--- src/inc/dds_cfg_pkg.sv ---
// constants, register map and carrier types for the synthesizer configuration block
package dds_cfg_pkg;
	localparam int ADDR_W = 6;
	localparam int DATA_W = 8;
	localparam int TUNE_BYTES = 6;
	localparam int NUM_REGS = 64;

	localparam logic [5:0] PHASE1_LO   = 6'h00;
	localparam logic [5:0] PHASE1_HI   = 6'h01;
	localparam logic [5:0] PHASE2_LO   = 6'h02;
	localparam logic [5:0] PHASE2_HI   = 6'h03;
	localparam logic [5:0] TUNE1_BASE  = 6'h04;
	localparam logic [5:0] TUNE2_BASE  = 6'h0A;
	localparam logic [5:0] CLKMUL_ADDR = 6'h1E;
	localparam logic [5:0] MODE_ADDR   = 6'h1F;
	localparam logic [5:0] OUTSER_ADDR = 6'h20;
	localparam logic [5:0] AMP_LO      = 6'h21;
	localparam logic [5:0] AMP_HI      = 6'h22;

	localparam logic [7:0] REG_RESET = 8'h00;

	// clock multiplier control fields
	localparam int MULT_LSB    = 0;
	localparam int MULT_W      = 5;
	localparam int PLL_BYP_BIT = 5;
	localparam int RANGE_BIT   = 6;
	localparam logic [4:0] MULT_MIN = 5'h04;
	localparam logic [4:0] MULT_MAX = 5'h14;

	// operating mode field
	localparam int MODE_LSB = 0;
	localparam int MODE_W   = 3;
	localparam logic [2:0] CODE_SINGLE = 3'h0;
	localparam logic [2:0] CODE_FSK    = 3'h1;
	localparam logic [2:0] CODE_RFSK   = 3'h2;
	localparam logic [2:0] CODE_CHIRP  = 3'h3;
	localparam logic [2:0] CODE_BPSK   = 3'h4;

	// output and serial control fields
	localparam int LSB_FIRST_BIT   = 0;
	localparam int RB_PIN_BIT      = 1;
	localparam int INVSINC_BYP_BIT = 6;

	// serial framing
	localparam logic [3:0] SER_BITS = 4'h8;
	localparam int SER_READ_BIT = 7;

	typedef enum logic [4:0] {
		MODE_SINGLE = 5'b00001,
		MODE_FSK    = 5'b00010,
		MODE_RFSK   = 5'b00100,
		MODE_CHIRP  = 5'b01000,
		MODE_BPSK   = 5'b10000
	} mode_t;

	typedef enum logic [2:0] {
		SER_IDLE  = 3'b001,
		SER_INSTR = 3'b010,
		SER_DATA  = 3'b100
	} ser_state_t;

	typedef struct packed {
		logic       pll_bypass;
		logic       pll_range;
		logic [4:0] factor;
	} clk_cfg_t;

	typedef struct packed {
		logic tune2_en;
		logic pin_en;
		logic phase2_en;
		logic phase_mod_en;
		logic sweep_en;
	} mode_caps_t;
endpackage

--- src/design/dds_mode_clock_config.sv ---
// synthesizer clock, programming-port and mode configuration with the single-tone core
// Summary of operation
// - cosine path uses inverse sinc after reset; bypass bit in register 20 skips it
// - clock multiplier factor is an integer from four to twenty
// - five-bit field in register 1E holds the factor as plain binary
// - system clock is multiplier output when engaged, else reference input
// - bypass bit in register 1E disables the multiplier
// - differential select high uses complementary pair, low uses true input only
// - port select high picks parallel port, low picks serial port
// - serial words go least significant bit first when bit-order control is high
// - readback pin control high reads on dedicated pin, low on shared data pin
// - three-bit mode field in register 1F selects the operating mode
// - master reset or a written single-tone code gives single-tone mode
// - single-tone accumulates first tuning word, which resets to zero
// - after reset output is 0 Hz, 0 phase, zero amplitude
// - tuning word changes keep accumulator phase, no phase reset
// - 48-bit accumulator, output frequency is word times clock over two^48
// - second phase adjust only in BPSK; sweep only in ramped FSK and chirp
// - settings update while running over parallel or serial port
// - single-tone gives 12-bit amplitude and 14-bit phase offset control
`timescale 1ns/100ps
module dds_mode_clock_config #(
	parameter int ACC_W   = 48,
	parameter int PHASE_W = 14,
	parameter int AMP_W   = 12
) (
	// clock and master reset
	input  wire logic                  CLK,
	input  wire logic                  RST,
	// reference clock pins and multiplier output
	input  wire logic                  REF_CLK_IN,
	input  wire logic                  REF_CLK_COMP,
	input  wire logic                  DIFF_CLK_SEL,
	input  wire logic                  PLL_CLK,
	output logic                       SYS_CLK_OUT,
	output dds_cfg_pkg::clk_cfg_t      CLK_CFG,
	// port select and parallel port
	input  wire logic                  PORT_SEL,
	input  wire logic [5:0]            PADDR,
	input  wire logic [7:0]            PDATA_IN,
	output logic      [7:0]            PDATA_OUT,
	output logic                       PDATA_OE,
	input  wire logic                  WR_N,
	input  wire logic                  RD_N,
	// serial port
	input  wire logic                  SCLK,
	input  wire logic                  CS_N,
	input  wire logic                  SDIO_IN,
	output logic                       SDIO_OUT,
	output logic                       SDIO_OE,
	output logic                       READBACK_OUT,
	// mode and single-pin control
	input  wire logic                  SINGLE_PIN_SEL,
	output dds_cfg_pkg::mode_t         MODE,
	output dds_cfg_pkg::mode_caps_t    MODE_CAPS,
	// signal path
	output logic                       INV_SINC_EN,
	output logic      [PHASE_W-1:0]    PHASE_OUT,
	output logic      [AMP_W-1:0]      AMP_OUT
);
	logic [7:0]  regs_q [dds_cfg_pkg::NUM_REGS];
	logic        wr_n_q;
	logic        sclk_q;
	logic        wr_en;
	logic [5:0]  wr_addr;
	logic [7:0]  wr_data;
	logic [7:0]  pdata_q;
	logic [7:0]  ser_sh_q;
	logic [7:0]  ser_out_q;
	logic [3:0]  bit_cnt_q;
	logic        ser_rd_q;
	logic [5:0]  ser_addr_q;
	logic        ser_bit_q;
	logic        sclk_rise;
	logic [7:0]  ser_next;
	logic [7:0]  ser_rd_byte;
	logic [ACC_W-1:0] tune1;
	logic [ACC_W-1:0] tune2;
	logic [ACC_W-1:0] tune_sel;
	logic [ACC_W-1:0] acc_q;
	logic [PHASE_W-1:0] padj1;
	logic [PHASE_W-1:0] padj2;
	logic [PHASE_W-1:0] phase_q;
	logic [AMP_W-1:0]   amp_q;
	logic [4:0]  mult_raw;
	logic [2:0]  mode_code;
	logic        lsb_first;
	logic        rb_pin;
	logic        ref_sel;
	dds_cfg_pkg::mode_t      mode_q;
	dds_cfg_pkg::ser_state_t ser_q;
	dds_cfg_pkg::clk_cfg_t   clk_cfg_q;

	function automatic logic reg_mapped(input logic [5:0] a);
		reg_mapped = (a <= dds_cfg_pkg::TUNE2_BASE + 6'(dds_cfg_pkg::TUNE_BYTES - 1)) ||
			(a >= dds_cfg_pkg::CLKMUL_ADDR && a <= dds_cfg_pkg::AMP_HI);
	endfunction

	function automatic logic [7:0] rd_byte(input logic [5:0] a);
		rd_byte = reg_mapped(a) ? regs_q[a] : 8'h00;
	endfunction

	// control fields decoded from the register file
	assign mult_raw  = regs_q[dds_cfg_pkg::CLKMUL_ADDR][dds_cfg_pkg::MULT_LSB +: dds_cfg_pkg::MULT_W];
	assign mode_code = regs_q[dds_cfg_pkg::MODE_ADDR][dds_cfg_pkg::MODE_LSB +: dds_cfg_pkg::MODE_W];
	assign lsb_first = regs_q[dds_cfg_pkg::OUTSER_ADDR][dds_cfg_pkg::LSB_FIRST_BIT];
	assign rb_pin    = regs_q[dds_cfg_pkg::OUTSER_ADDR][dds_cfg_pkg::RB_PIN_BIT];

	genvar g;
	generate
		for (g = 0; g < dds_cfg_pkg::TUNE_BYTES; g++) begin : g_tune
			assign tune1[8*g +: 8] = regs_q[dds_cfg_pkg::TUNE1_BASE + 6'(g)];
			assign tune2[8*g +: 8] = regs_q[dds_cfg_pkg::TUNE2_BASE + 6'(g)];
		end
	endgenerate

	assign padj1 = PHASE_W'({regs_q[dds_cfg_pkg::PHASE1_HI], regs_q[dds_cfg_pkg::PHASE1_LO]});
	assign padj2 = PHASE_W'({regs_q[dds_cfg_pkg::PHASE2_HI], regs_q[dds_cfg_pkg::PHASE2_LO]});

	// write source follows the port select pin
	assign sclk_rise = SCLK & ~sclk_q;
	assign ser_rd_byte = rd_byte(ser_next[5:0]);
	always_comb begin
		if (PORT_SEL) begin
			wr_en   = wr_n_q & ~WR_N;
			wr_addr = PADDR;
			wr_data = PDATA_IN;
		end else begin
			wr_en   = (ser_q == dds_cfg_pkg::SER_DATA) && sclk_rise && !CS_N && !ser_rd_q &&
				(bit_cnt_q == dds_cfg_pkg::SER_BITS - 4'h1);
			wr_addr = ser_addr_q;
			wr_data = ser_next;
		end
	end

	// register file, updated at any time while the core runs
	always_ff @(posedge CLK) begin
		if (RST) begin
			for (int i = 0; i < dds_cfg_pkg::NUM_REGS; i++) begin
				regs_q[i] <= dds_cfg_pkg::REG_RESET;
			end
		end else if (wr_en && reg_mapped(wr_addr)) begin
			regs_q[wr_addr] <= wr_data;
		end
	end

	// parallel port: write on falling strobe, read data registered
	always_ff @(posedge CLK) begin
		if (RST) begin
			wr_n_q  <= 1'b1;
			pdata_q <= 8'h00;
		end else begin
			wr_n_q  <= WR_N;
			pdata_q <= rd_byte(PADDR);
		end
	end
	assign PDATA_OUT = pdata_q;
	assign PDATA_OE  = PORT_SEL & ~RD_N;

	// serial shift with selectable bit order
	always_comb begin
		if (lsb_first) begin
			ser_next = {SDIO_IN, ser_sh_q[7:1]};
		end else begin
			ser_next = {ser_sh_q[6:0], SDIO_IN};
		end
	end

	always_ff @(posedge CLK) begin
		if (RST) begin
			sclk_q     <= 1'b0;
			ser_q      <= dds_cfg_pkg::SER_IDLE;
			ser_sh_q   <= 8'h00;
			ser_out_q  <= 8'h00;
			bit_cnt_q  <= 4'h0;
			ser_rd_q   <= 1'b0;
			ser_addr_q <= 6'h00;
			ser_bit_q  <= 1'b0;
		end else begin
			sclk_q <= SCLK;
			if (CS_N || PORT_SEL) begin
				ser_q     <= dds_cfg_pkg::SER_IDLE;
				bit_cnt_q <= 4'h0;
				ser_rd_q  <= 1'b0;
			end else begin
				case (ser_q)
					dds_cfg_pkg::SER_IDLE: begin
						ser_q <= dds_cfg_pkg::SER_INSTR;
					end
					dds_cfg_pkg::SER_INSTR: begin
						if (sclk_rise) begin
							ser_sh_q  <= ser_next;
							bit_cnt_q <= bit_cnt_q + 4'h1;
							if (bit_cnt_q == dds_cfg_pkg::SER_BITS - 4'h1) begin
								ser_q      <= dds_cfg_pkg::SER_DATA;
								bit_cnt_q  <= 4'h0;
								ser_rd_q   <= ser_next[dds_cfg_pkg::SER_READ_BIT];
								ser_addr_q <= ser_next[5:0];
								ser_out_q  <= ser_rd_byte;
								ser_bit_q  <= lsb_first ? ser_rd_byte[0] : ser_rd_byte[7];
							end
						end
					end
					dds_cfg_pkg::SER_DATA: begin
						if (sclk_rise) begin
							ser_sh_q  <= ser_next;
							bit_cnt_q <= bit_cnt_q + 4'h1;
							if (lsb_first) begin
								ser_out_q <= {1'b0, ser_out_q[7:1]};
								ser_bit_q <= ser_out_q[1];
							end else begin
								ser_out_q <= {ser_out_q[6:0], 1'b0};
								ser_bit_q <= ser_out_q[6];
							end
							if (bit_cnt_q == dds_cfg_pkg::SER_BITS - 4'h1) begin
								ser_q     <= dds_cfg_pkg::SER_INSTR;
								bit_cnt_q <= 4'h0;
								ser_rd_q  <= 1'b0;
							end
						end
					end
					default: begin
						ser_q <= dds_cfg_pkg::SER_IDLE;
					end
				endcase
			end
		end
	end

	// readback goes to the shared pin or the dedicated pin
	assign SDIO_OE  = (ser_q == dds_cfg_pkg::SER_DATA) && ser_rd_q && !rb_pin;
	assign SDIO_OUT = ser_bit_q;
	assign READBACK_OUT = rb_pin ? ser_bit_q : 1'b0;

	// clock source and multiplier settings
	always_ff @(posedge CLK) begin
		if (RST) begin
			clk_cfg_q <= '{pll_bypass: 1'b0, pll_range: 1'b0, factor: dds_cfg_pkg::MULT_MIN};
		end else begin
			clk_cfg_q.pll_bypass <= regs_q[dds_cfg_pkg::CLKMUL_ADDR][dds_cfg_pkg::PLL_BYP_BIT];
			clk_cfg_q.pll_range  <= regs_q[dds_cfg_pkg::CLKMUL_ADDR][dds_cfg_pkg::RANGE_BIT];
			if (mult_raw < dds_cfg_pkg::MULT_MIN) begin
				clk_cfg_q.factor <= dds_cfg_pkg::MULT_MIN;
			end else if (mult_raw > dds_cfg_pkg::MULT_MAX) begin
				clk_cfg_q.factor <= dds_cfg_pkg::MULT_MAX;
			end else begin
				clk_cfg_q.factor <= mult_raw;
			end
		end
	end
	assign CLK_CFG = clk_cfg_q;
	assign ref_sel = DIFF_CLK_SEL ? (REF_CLK_IN & ~REF_CLK_COMP) : REF_CLK_IN;
	assign SYS_CLK_OUT = clk_cfg_q.pll_bypass ? ref_sel : PLL_CLK;

	// operating mode decode
	always_ff @(posedge CLK) begin
		if (RST) begin
			mode_q <= dds_cfg_pkg::MODE_SINGLE;
		end else begin
			case (mode_code)
				dds_cfg_pkg::CODE_SINGLE: mode_q <= dds_cfg_pkg::MODE_SINGLE;
				dds_cfg_pkg::CODE_FSK:    mode_q <= dds_cfg_pkg::MODE_FSK;
				dds_cfg_pkg::CODE_RFSK:   mode_q <= dds_cfg_pkg::MODE_RFSK;
				dds_cfg_pkg::CODE_CHIRP:  mode_q <= dds_cfg_pkg::MODE_CHIRP;
				dds_cfg_pkg::CODE_BPSK:   mode_q <= dds_cfg_pkg::MODE_BPSK;
				default:                  mode_q <= dds_cfg_pkg::MODE_SINGLE;
			endcase
		end
	end
	assign MODE = mode_q;

	// functions permitted by each mode
	always_comb begin
		MODE_CAPS.tune2_en = (mode_q == dds_cfg_pkg::MODE_FSK) ||
			(mode_q == dds_cfg_pkg::MODE_RFSK);
		MODE_CAPS.pin_en       = mode_q != dds_cfg_pkg::MODE_SINGLE;
		MODE_CAPS.phase2_en    = mode_q == dds_cfg_pkg::MODE_BPSK;
		MODE_CAPS.phase_mod_en = mode_q != dds_cfg_pkg::MODE_BPSK;
		MODE_CAPS.sweep_en     = (mode_q == dds_cfg_pkg::MODE_RFSK) ||
			(mode_q == dds_cfg_pkg::MODE_CHIRP);
	end
	assign INV_SINC_EN = ~regs_q[dds_cfg_pkg::OUTSER_ADDR][dds_cfg_pkg::INVSINC_BYP_BIT];

	// phase accumulator, never cleared by a tuning change
	assign tune_sel = (MODE_CAPS.tune2_en && SINGLE_PIN_SEL) ? tune2 : tune1;
	always_ff @(posedge CLK) begin
		if (RST) begin
			acc_q <= '0;
		end else begin
			acc_q <= acc_q + tune_sel;
		end
	end

	// phase offset and amplitude
	always_ff @(posedge CLK) begin
		if (RST) begin
			phase_q <= '0;
			amp_q   <= '0;
		end else begin
			if (MODE_CAPS.phase2_en && SINGLE_PIN_SEL) begin
				phase_q <= acc_q[ACC_W-1 -: PHASE_W] + padj2;
			end else begin
				phase_q <= acc_q[ACC_W-1 -: PHASE_W] + padj1;
			end
			amp_q <= AMP_W'({regs_q[dds_cfg_pkg::AMP_HI], regs_q[dds_cfg_pkg::AMP_LO]});
		end
	end
	assign PHASE_OUT = phase_q;
	assign AMP_OUT   = amp_q;
endmodule

--- config.mk ---
export PLATFORM = sky130hd
export DESIGN_NAME = dds_mode_clock_config
export DESIGN_NICKNAME = d
export VERILOG_FILES = /design/src/inc/dds_cfg_pkg.sv /design/src/design/dds_mode_clock_config.sv
export SDC_FILE = /design/constraint.sdc
export NUM_CORES = 1
export LEC_CHECK = 0
export BUFFER_PORTS_ARGS = -buffer_cell sky130_fd_sc_hd__buf_4
export CORE_MARGIN = 5
export CORE_UTILIZATION = 40
export DETAILED_ROUTE_END_ITERATION = 8
export PLACE_DENSITY = 0.52
export SLEW_MARGIN = 20
export SYNTH_ARGS = -nofsm -noshare
export SYNTH_HDL_FRONTEND = slang
export SYNTH_SLANG_ARGS = --single-unit
export TNS_END_PERCENT = 5
--- constraint.sdc ---
create_clock -name CLK -period 5.4 [get_ports CLK]
set_input_delay 0.54 -clock CLK [delete_from_list [all_inputs] [get_ports CLK]]
set_output_delay 0.54 -clock CLK [all_outputs]
set_load 0.01 [all_outputs]
==> results.py, run 1 <==
metrics = {
    "run_status": {
        "status": "completed",
    },
    "drt": {
        "firstDrtPassIters": 6,
        "drc": 0,
        "wl_per_cell_um": 23.11,
        "vias": 23032,
        "drt_iter0_drc": 1847,
        "wl_mm": 98.60,
        "vias_per_cell": 5.399,
        "drtAntennaViolNets": 0,
    },
    "clock_tree": {
        "ctsResizeCount": 0,
        "clkLatencyLatePin_ps": 650,
        "clock_sinks": 639,
        "cts.reportedPaths.clkPinSlew_ps": 60,
        "cts_made_buffers": 75,
        "htreeDepth": 3,
        "cts-hold-fix-buffers": 0,
        "post-cts-setup-buffers": 0,
        "clock_path_buffers": 3,
        "root_buffer": "clkbuf_16",
        "cts_tree": "built",
    },
    "logic_synthesis": {
        "ys_top_cells_by_area": "edfxtp_1 46%, mux4_2 13%, dfxtp_1 7.6%",
        "netlist.area_leader.share_pct": 46.03,
        "synth_warnings": 0,
        "synthFlopType": "edfxtp_1",
        "synth_top_area_cell": "edfxtp_1",
        "synth-edff-count": 512,
        "synth_cells": 2801,
        "synth_cell_types": 87,
        "synth-seq-area-share_pct": 53.64,
        "avgSynthCellArea_um2": 11.93,
        "synth_seq_cells": 639,
        "syn-cell-area_um2": 33400,
        "synth-async-reset-ratio_pct": 0,
    },
    "global_routing": {
        "antenna_found_initial": 1,
        "track_usage_pct": 21.82,
        "grt_overflow_total": 0,
        "grt_pass1_wl_mm": 148.1,
        "first_global_vias": 23196,
        "grt_max_degree": 184,
    },
    "timing": {
        "max_slew.worst_pin.slew_ps": 1121,
        "setup_viol": 0,
        "slew_violations": 0,
        "final.setup.tns_ps": 0,
        "clock-skew-final_ps": 44.19,
        "max_clock_freq_ghz": 0.2194,
        "fin_crit_ps": 4558,
        "hold_viol": 0,
        "fin_crit_sh_pct": 84.42,
        "holdWs_ps": 118.1,
        "rsz0062_at_grt": "no",
        "relSlewSlack_pct": 25.29,
    },
    "layout": {
        "areaGrowthSynthToFinish_pct": 16.20,
        "final_cell_mix": "512 x edfxtp_1, 436 x nand2_1, 344 x conb_1",
        "final_common_cell": "edfxtp_1",
        "final_core_util_pct": 46.61,
        "drive_gt1_share_pct": 17.49,
        "finalNetCount": 3214,
        "layoutNonFillerInstCount": 4266,
    },
    "floorplan": {
        "start_util_pct": 40.11,
        "core_area_um2": 83290,
        "io_pins": 84,
        "rows": 106,
        "dieArea_um2": 89390,
        "die_w_um": 299.0,
        "die_h_um": 299.0,
    },
    "place": {
        "io_buffers": 83,
        "gp_congestion": 0.9033,
        "dp.cells": 4124,
        "dpl.hpwl_mm": 67.27,
    },
    "worst_setup_path": {
        "rr_startpoint": "MODE[1]$_SDFF_PP0_",
        "path_cells": "xnor2_1 -> nor4_1 -> nand2_2 -> buf_4 -> mux2_2 -> ha_1 -> a21o_1 -> a31oi_1 -> or3_1 -> a311oi_2 -> o31ai_2 -> a21boi_2 -> or4_1 -> a31oi_1 -> mux2_1",
        "crit_fanout": 46,
        "crit_arrival_ps": 5060,
        "reg2regPathDepth": 15,
        "critPathMostFrequentCell": "a31oi_1",
        "reg2reg_to": "acc_q[40]$_SDFF_PP0_",
        "cp_slowest_cell": "buf_4",
        "crit_path_max_incr_delay_ps": 530,
        "cpLargestDelayFamily": "compound AO/OA/AOI/OAI gates",
        "worstSetupEndpointType": "flop",
        "critPathKind": "flop to flop",
        "crit_required_ps": 5900,
        "rrSetupSlack_ps": 840,
        "cp-start-kind": "flop",
        "crit_buf_inv": 1,
    },
    "power": {
        "power.leakage_nw": 14.89,
        "finalPower_mw": 13.41,
        "ir_drop_mv": 0.2764,
        "power.density_nw_per_um2": 345.4,
    },
    "worst_hold_path": {
        "whs_endpoint": "wr_n_q$_SDFF_PP1_",
        "hold-path-cell-count": 2,
        "hp-class": "input pin to flop",
        "min_from": "WR_N",
    },
    "job": {
        "maxCapViolCount": 0,
    },
}
[metrics by stage]
step | setup slack [ps] | area (um2)
after floorplan | 750.7 | 34690
after global placement | 755.1 | 36090
after detailed placement | 725.1 | 36130
after CTS | 741.8 | 38810
after global routing | 484.4 | 38810
final | 841.5 | 38820
[synthesized netlist by cell type (all sizes together) (7+ instances only)]
master  number
or2          7
a22oi        7
dfxtp      127
inv         18
nand4       10
nor3        23
mux4       188
o21bai      10
o211ai      10
xnor2       30
nand2      438
a21oi       89
nand3      250
nor2       301
o22ai        8
edfxtp     512
a21o        35
a211oi      13
and3        22
buf        110
xor2        25
mux2        75
mux2i       83
nor2b       37
and2         9
ha          64
clkbuf     121
a311oi      23
o21ai       38
nand2b      32
a31oi       21
[cells by family (layout without fill, tap and decap cells)]
| family | after synthesis | in the layout | synth area share, % |
|---|---|---|---|
| multiplexers | 346 | 346 | 17.77 |
| AND/OR/NAND/NOR | 1156 | 1156 | 15.30 |
| XOR/XNOR | 55 | 55 | 1.442 |
| AO/OA/AOI/OAI | 289 | 289 | 5.776 |
| adder cells (fa/ha/maj) | 66 | 66 | 2.517 |
| flip-flops | 639 | 639 | 53.64 |
| buffers and inverters | 249 | 289 | 3.540 |
| other | 1 | 346 | 0.01123 |
[sequential cells by signal (all words and copies together) (netlist names)]
register / cells
MODE: 5
bit_cnt_q: 4
PHASE_OUT: 14
ser_out_q: 8
ser_sh_q: 8
regs_q: 512
ser_q: 3
wr_n_q: 1
ser_addr_q: 6
acc_q: 48
sclk_q: 1
ser_rd_q: 1
CLK_CFG: 7
AMP_OUT: 12
PDATA_OUT: 8
SDIO_OUT: 1
[worst max-delay path by stage]
stage | start | end | slack [ps] | depth (start not counted)
after floorplan | MODE[2]$_SDFF_PP0_ | acc_q[40]$_SDFF_PP0_ | 750 | 17
final | MODE[1]$_SDFF_PP0_ | acc_q[40]$_SDFF_PP0_ | 840 | 15
after global routing | MODE[1]$_SDFF_PP0_ | acc_q[46]$_SDFF_PP0_ | 480 | 15
after CTS | MODE[1]$_SDFF_PP0_ | acc_q[46]$_SDFF_PP0_ | 740 | 15
after global placement | MODE[2]$_SDFF_PP0_ | acc_q[46]$_SDFF_PP0_ | 760 | 15
after detailed placement | SINGLE_PIN_SEL | acc_q[46]$_SDFF_PP0_ | 730 | 14
[routing by layer]
layer | global-route usage [%] | up-vias | part of all wire [%]
met3 | 3.400 | 178 | 5.5
li1 | - | 10679 | -
met4 | 8.579 | 0 | 4.3
met2 | 36.17 | 762 | 48
met1 | 29.00 | 11413 | 42
met5 | 0 | - | 0
[report_power, final]
part	switching, mW	total [mW]	internal (mW)
Clock	2.14	5.41	3.28
Sequential	0.235	5.98	5.75
Combinational	1.14	2.01	0.875
[layout make-up]
type                       count  area [um2]
antenna                        2       5.005
clock buffer                  95        2063
clock inverter                45       618.1
fill                        7683       44470
inverter                      18       67.56
multi-input combinational   2256       15680
sequential                   639       17920
tap                         1080        1351
timing repair buffer         131        1112
No activity file was read; power rests on OpenSTA's default activity.
==> run 2, diff against run 1 <==
ABC_AREA = 1   (was unset)
clock period = 4.8 ns   (was 5.4 ns; I/O delays follow)
==> results.py, run 2 <==
metrics = {
    "run_status": {
        "status": "completed",
    },
    "logic_synthesis": {
        "avgSynthCellArea_um2": 8.452,
        "ys_top_cells_by_area": "edfxtp_1 44%, o21ai_0 8.3%, a21oi_1 7.4%",
        "synth_cells": 4129,
        "synth_cell_types": 60,
        "syn-cell-area_um2": 34900,
        "yosysMostFrequentCell": "nand2_1",
        "synth-async-reset-ratio_pct": 0,
        "synth_seq_cells": 639,
        "synth_warnings": 0,
        "synth_top_area_cell": "edfxtp_1",
        "synthFlopType": "edfxtp_1",
        "synth_top_cells_by_count": "603 x nand2_1, 578 x o21ai_0, 515 x a21oi_1",
        "synth-edff-count": 512,
        "netlist.area_leader.share_pct": 44.06,
        "synth-seq-area-share_pct": 51.34,
    },
    "clock_tree": {
        "clock_sinks": 639,
        "htreeDepth": 3,
        "root_buffer": "clkbuf_16",
        "cts-hold-fix-buffers": 0,
        "cts_made_buffers": 76,
        "clock_path_buffers": 3,
        "cts.reportedPaths.clkPinSlew_ps": 60,
        "ctsResizeCount": 0,
        "clkLatencyLatePin_ps": 630,
        "cts_tree": "built",
        "post-cts-setup-buffers": 0,
    },
    "place": {
        "dp_slack_ps": 756.9,
        "gp_congestion": 0.9078,
        "dp.cells": 5476,
        "dpl.hpwl_mm": 82.29,
        "io_buffers": 83,
    },
    "layout": {
        "areaGrowthSynthToFinish_pct": 15.06,
        "final_core_util_pct": 46.36,
        "drive_gt1_share_pct": 7.825,
        "finalNetCount": 4492,
        "largest_reg_flops": 512,
        "final_cell_mix": "602 x nand2_1, 573 x o21ai_0, 515 x a21oi_1",
        "final_common_cell": "nand2_1",
        "n_fill_cell": 8470,
        "layoutNonFillerInstCount": 5616,
        "top_register": "regs_q",
    },
    "power": {
        "netSwitchingFraction_pct": 27.47,
        "power.density_nw_per_um2": 359.6,
        "ir_drop_mv": 0.2647,
        "power_switching_mw": 3.967,
        "intPower_mw": 10.47,
        "power.leakage_nw": 16.24,
        "pwr-share-comb_pct": 13.4,
        "clkPwrFrac_pct": 41.0,
        "seqPwrFrac_pct": 45.6,
    },
    "global_routing": {
        "grt_max_degree": 154,
        "grt_overflow_total": 0,
        "track_usage_pct": 25.26,
        "grt_pass1_wl_mm": 180.9,
        "antenna_found_initial": 3,
        "first_global_vias": 28103,
    },
    "worst_hold_path": {
        "hp-class": "input pin to flop",
        "min_from": "WR_N",
    },
    "worst_setup_path": {
        "critPathKind": "flop to flop",
        "worstSetupEndpointType": "flop",
        "cpLargestDelayFamily": "compound AO/OA/AOI/OAI gates",
        "crit_buf_inv": 1,
        "cp-start-kind": "flop",
        "critPathMostFrequentCell": "nand2_1",
        "critPathLaunch": "MODE[3]$_SDFF_PP0_",
        "crit_arrival_ps": 4600,
        "crit_fanout": 79,
        "crit_required_ps": 5330,
        "crit_path_max_incr_delay_ps": 460,
        "path_cells": "or2_2 -> o41ai_4 -> nand2_2 -> buf_12 -> nor2_1 -> a21oi_1 -> ha_1 -> fa_1 -> nand2_1 -> nand2_1 -> o21ai_1 -> o21bai_1 -> nand2_1 -> nand2_1 -> a21oi_1 -> o21ai_1 -> a21oi_1 -> nand2_1 -> nand2_1 -> nor2_1",
        "rr_startpoint": "MODE[3]$_SDFF_PP0_",
        "cp_slowest_cell": "fa_1",
    },
    "floorplan": {
        "die_h_um": 305.4,
        "core_area_um2": 86620,
        "start_util_pct": 40.29,
        "rows": 108,
        "die_w_um": 305.4,
        "dieArea_um2": 93250,
        "io_pins": 84,
    },
    "drt": {
        "drt_iter0_drc": 3255,
        "vias": 30199,
        "wl_mm": 122.3,
        "drtAntennaViolNets": 0,
        "firstDrtPassIters": 6,
        "vias_per_cell": 5.377,
        "wl_per_cell_um": 21.79,
        "drc": 0,
    },
    "timing": {
        "rsz0062_at_grt": "no",
        "setup_ws_ps": 724.7,
        "max_clock_freq_ghz": 0.2454,
        "fin_crit_sh_pct": 84.90,
        "fin_crit_ps": 4075,
        "clock-skew-final_ps": 14.39,
        "final.setup.tns_ps": 0,
        "hold_viol": 0,
        "relSlewSlack_pct": 21.67,
        "setup_viol": 0,
        "slew_violations": 0,
        "max_slew.worst_pin.slew_ps": 1172,
    },
    "job": {
        "maxCapViolCount": 0,
    },
}
## run 2: layer usage
metal / vias to the layer above / share of wire [%] / GRT usage (%)
met4: 2 / 3.4 / 8.331
met5: - / 0.011 / 0
met3: 214 / 7.8 / 3.988
met2: 1203 / 46 / 40.83
li1: 14577 / - / -
met1: 14203 / 43 / 34.99
## run 2: cell families (layout without fill, tap and decap cells)
family                   after synthesis  after routing  synth area share (%)
flip-flops                           639            639                 51.34
XOR/XNOR                               2              2               0.05020
multiplexers                           9              9                0.2833
adder cells (fa/ha/maj)               66             66                 2.409
AND/OR/NAND/NOR                     1434           1434                 17.49
AO/OA/AOI/OAI                       1320           1320                 20.51
buffers and inverters                658            646                 7.899
other                                  1            345               0.01075
## run 2: path summary, 6_finish.rpt
path | endpoint | slack (ps) | depth (start not counted)
setup / recovery | acc_q[34]$_SDFF_PP0_ | 720 | 20
hold / removal | wr_n_q$_SDFF_PP1_ | 50 | 3
setup reg to reg | acc_q[34]$_SDFF_PP0_ | 720 | 20
hold reg to reg | ser_sh_q[7]$_SDFFE_PP0P_ | 460 | 2
## run 2: stage by stage
stage	hold slack (ps)	cell area, um2	power [mW]
global route	62.15	40150	15.03
global placement	449.1	37620	8.605
CTS	23.62	40150	14.53
finish	52.62	40150	14.44
detailed placement	453.2	37630	8.608
floorplan	426.4	36180	7.930
## run 2: area by class of cell
class,instances,area [um2],area share [%]
flip-flops and latches,639,17920,44.62
multi-input cells,3175,15640,38.94
clock buffers,107,2183,5.438
well taps,1155,1445,3.599
inverters,359,1358,3.381
repair buffers,148,1272,3.169
clock inverters,32,337.8,0.8414
diodes,1,2.502,0.006232
## run 2: worst register-to-register path: cells and delay by family (launching register included)
kind	cells	cell delay, ps
and+or+nand+nor	10	1180
adders and majority gates	2	780
buffers and inverters	1	240
AOI/OAI and AO/OA	7	1470
DFF	1	320
## run 2: power by group through the flow
stage	Sequential (mW)	Combinational, mW	Clock, mW
2_1_floorplan	6.64	1.29	0
3_3_place_gp	6.70	1.90	0
3_5_place_dp	6.70	1.90	0
4_1_cts	6.59	1.91	6.03
5_1_grt	6.63	2.15	6.25
6_report	6.59	1.93	5.92
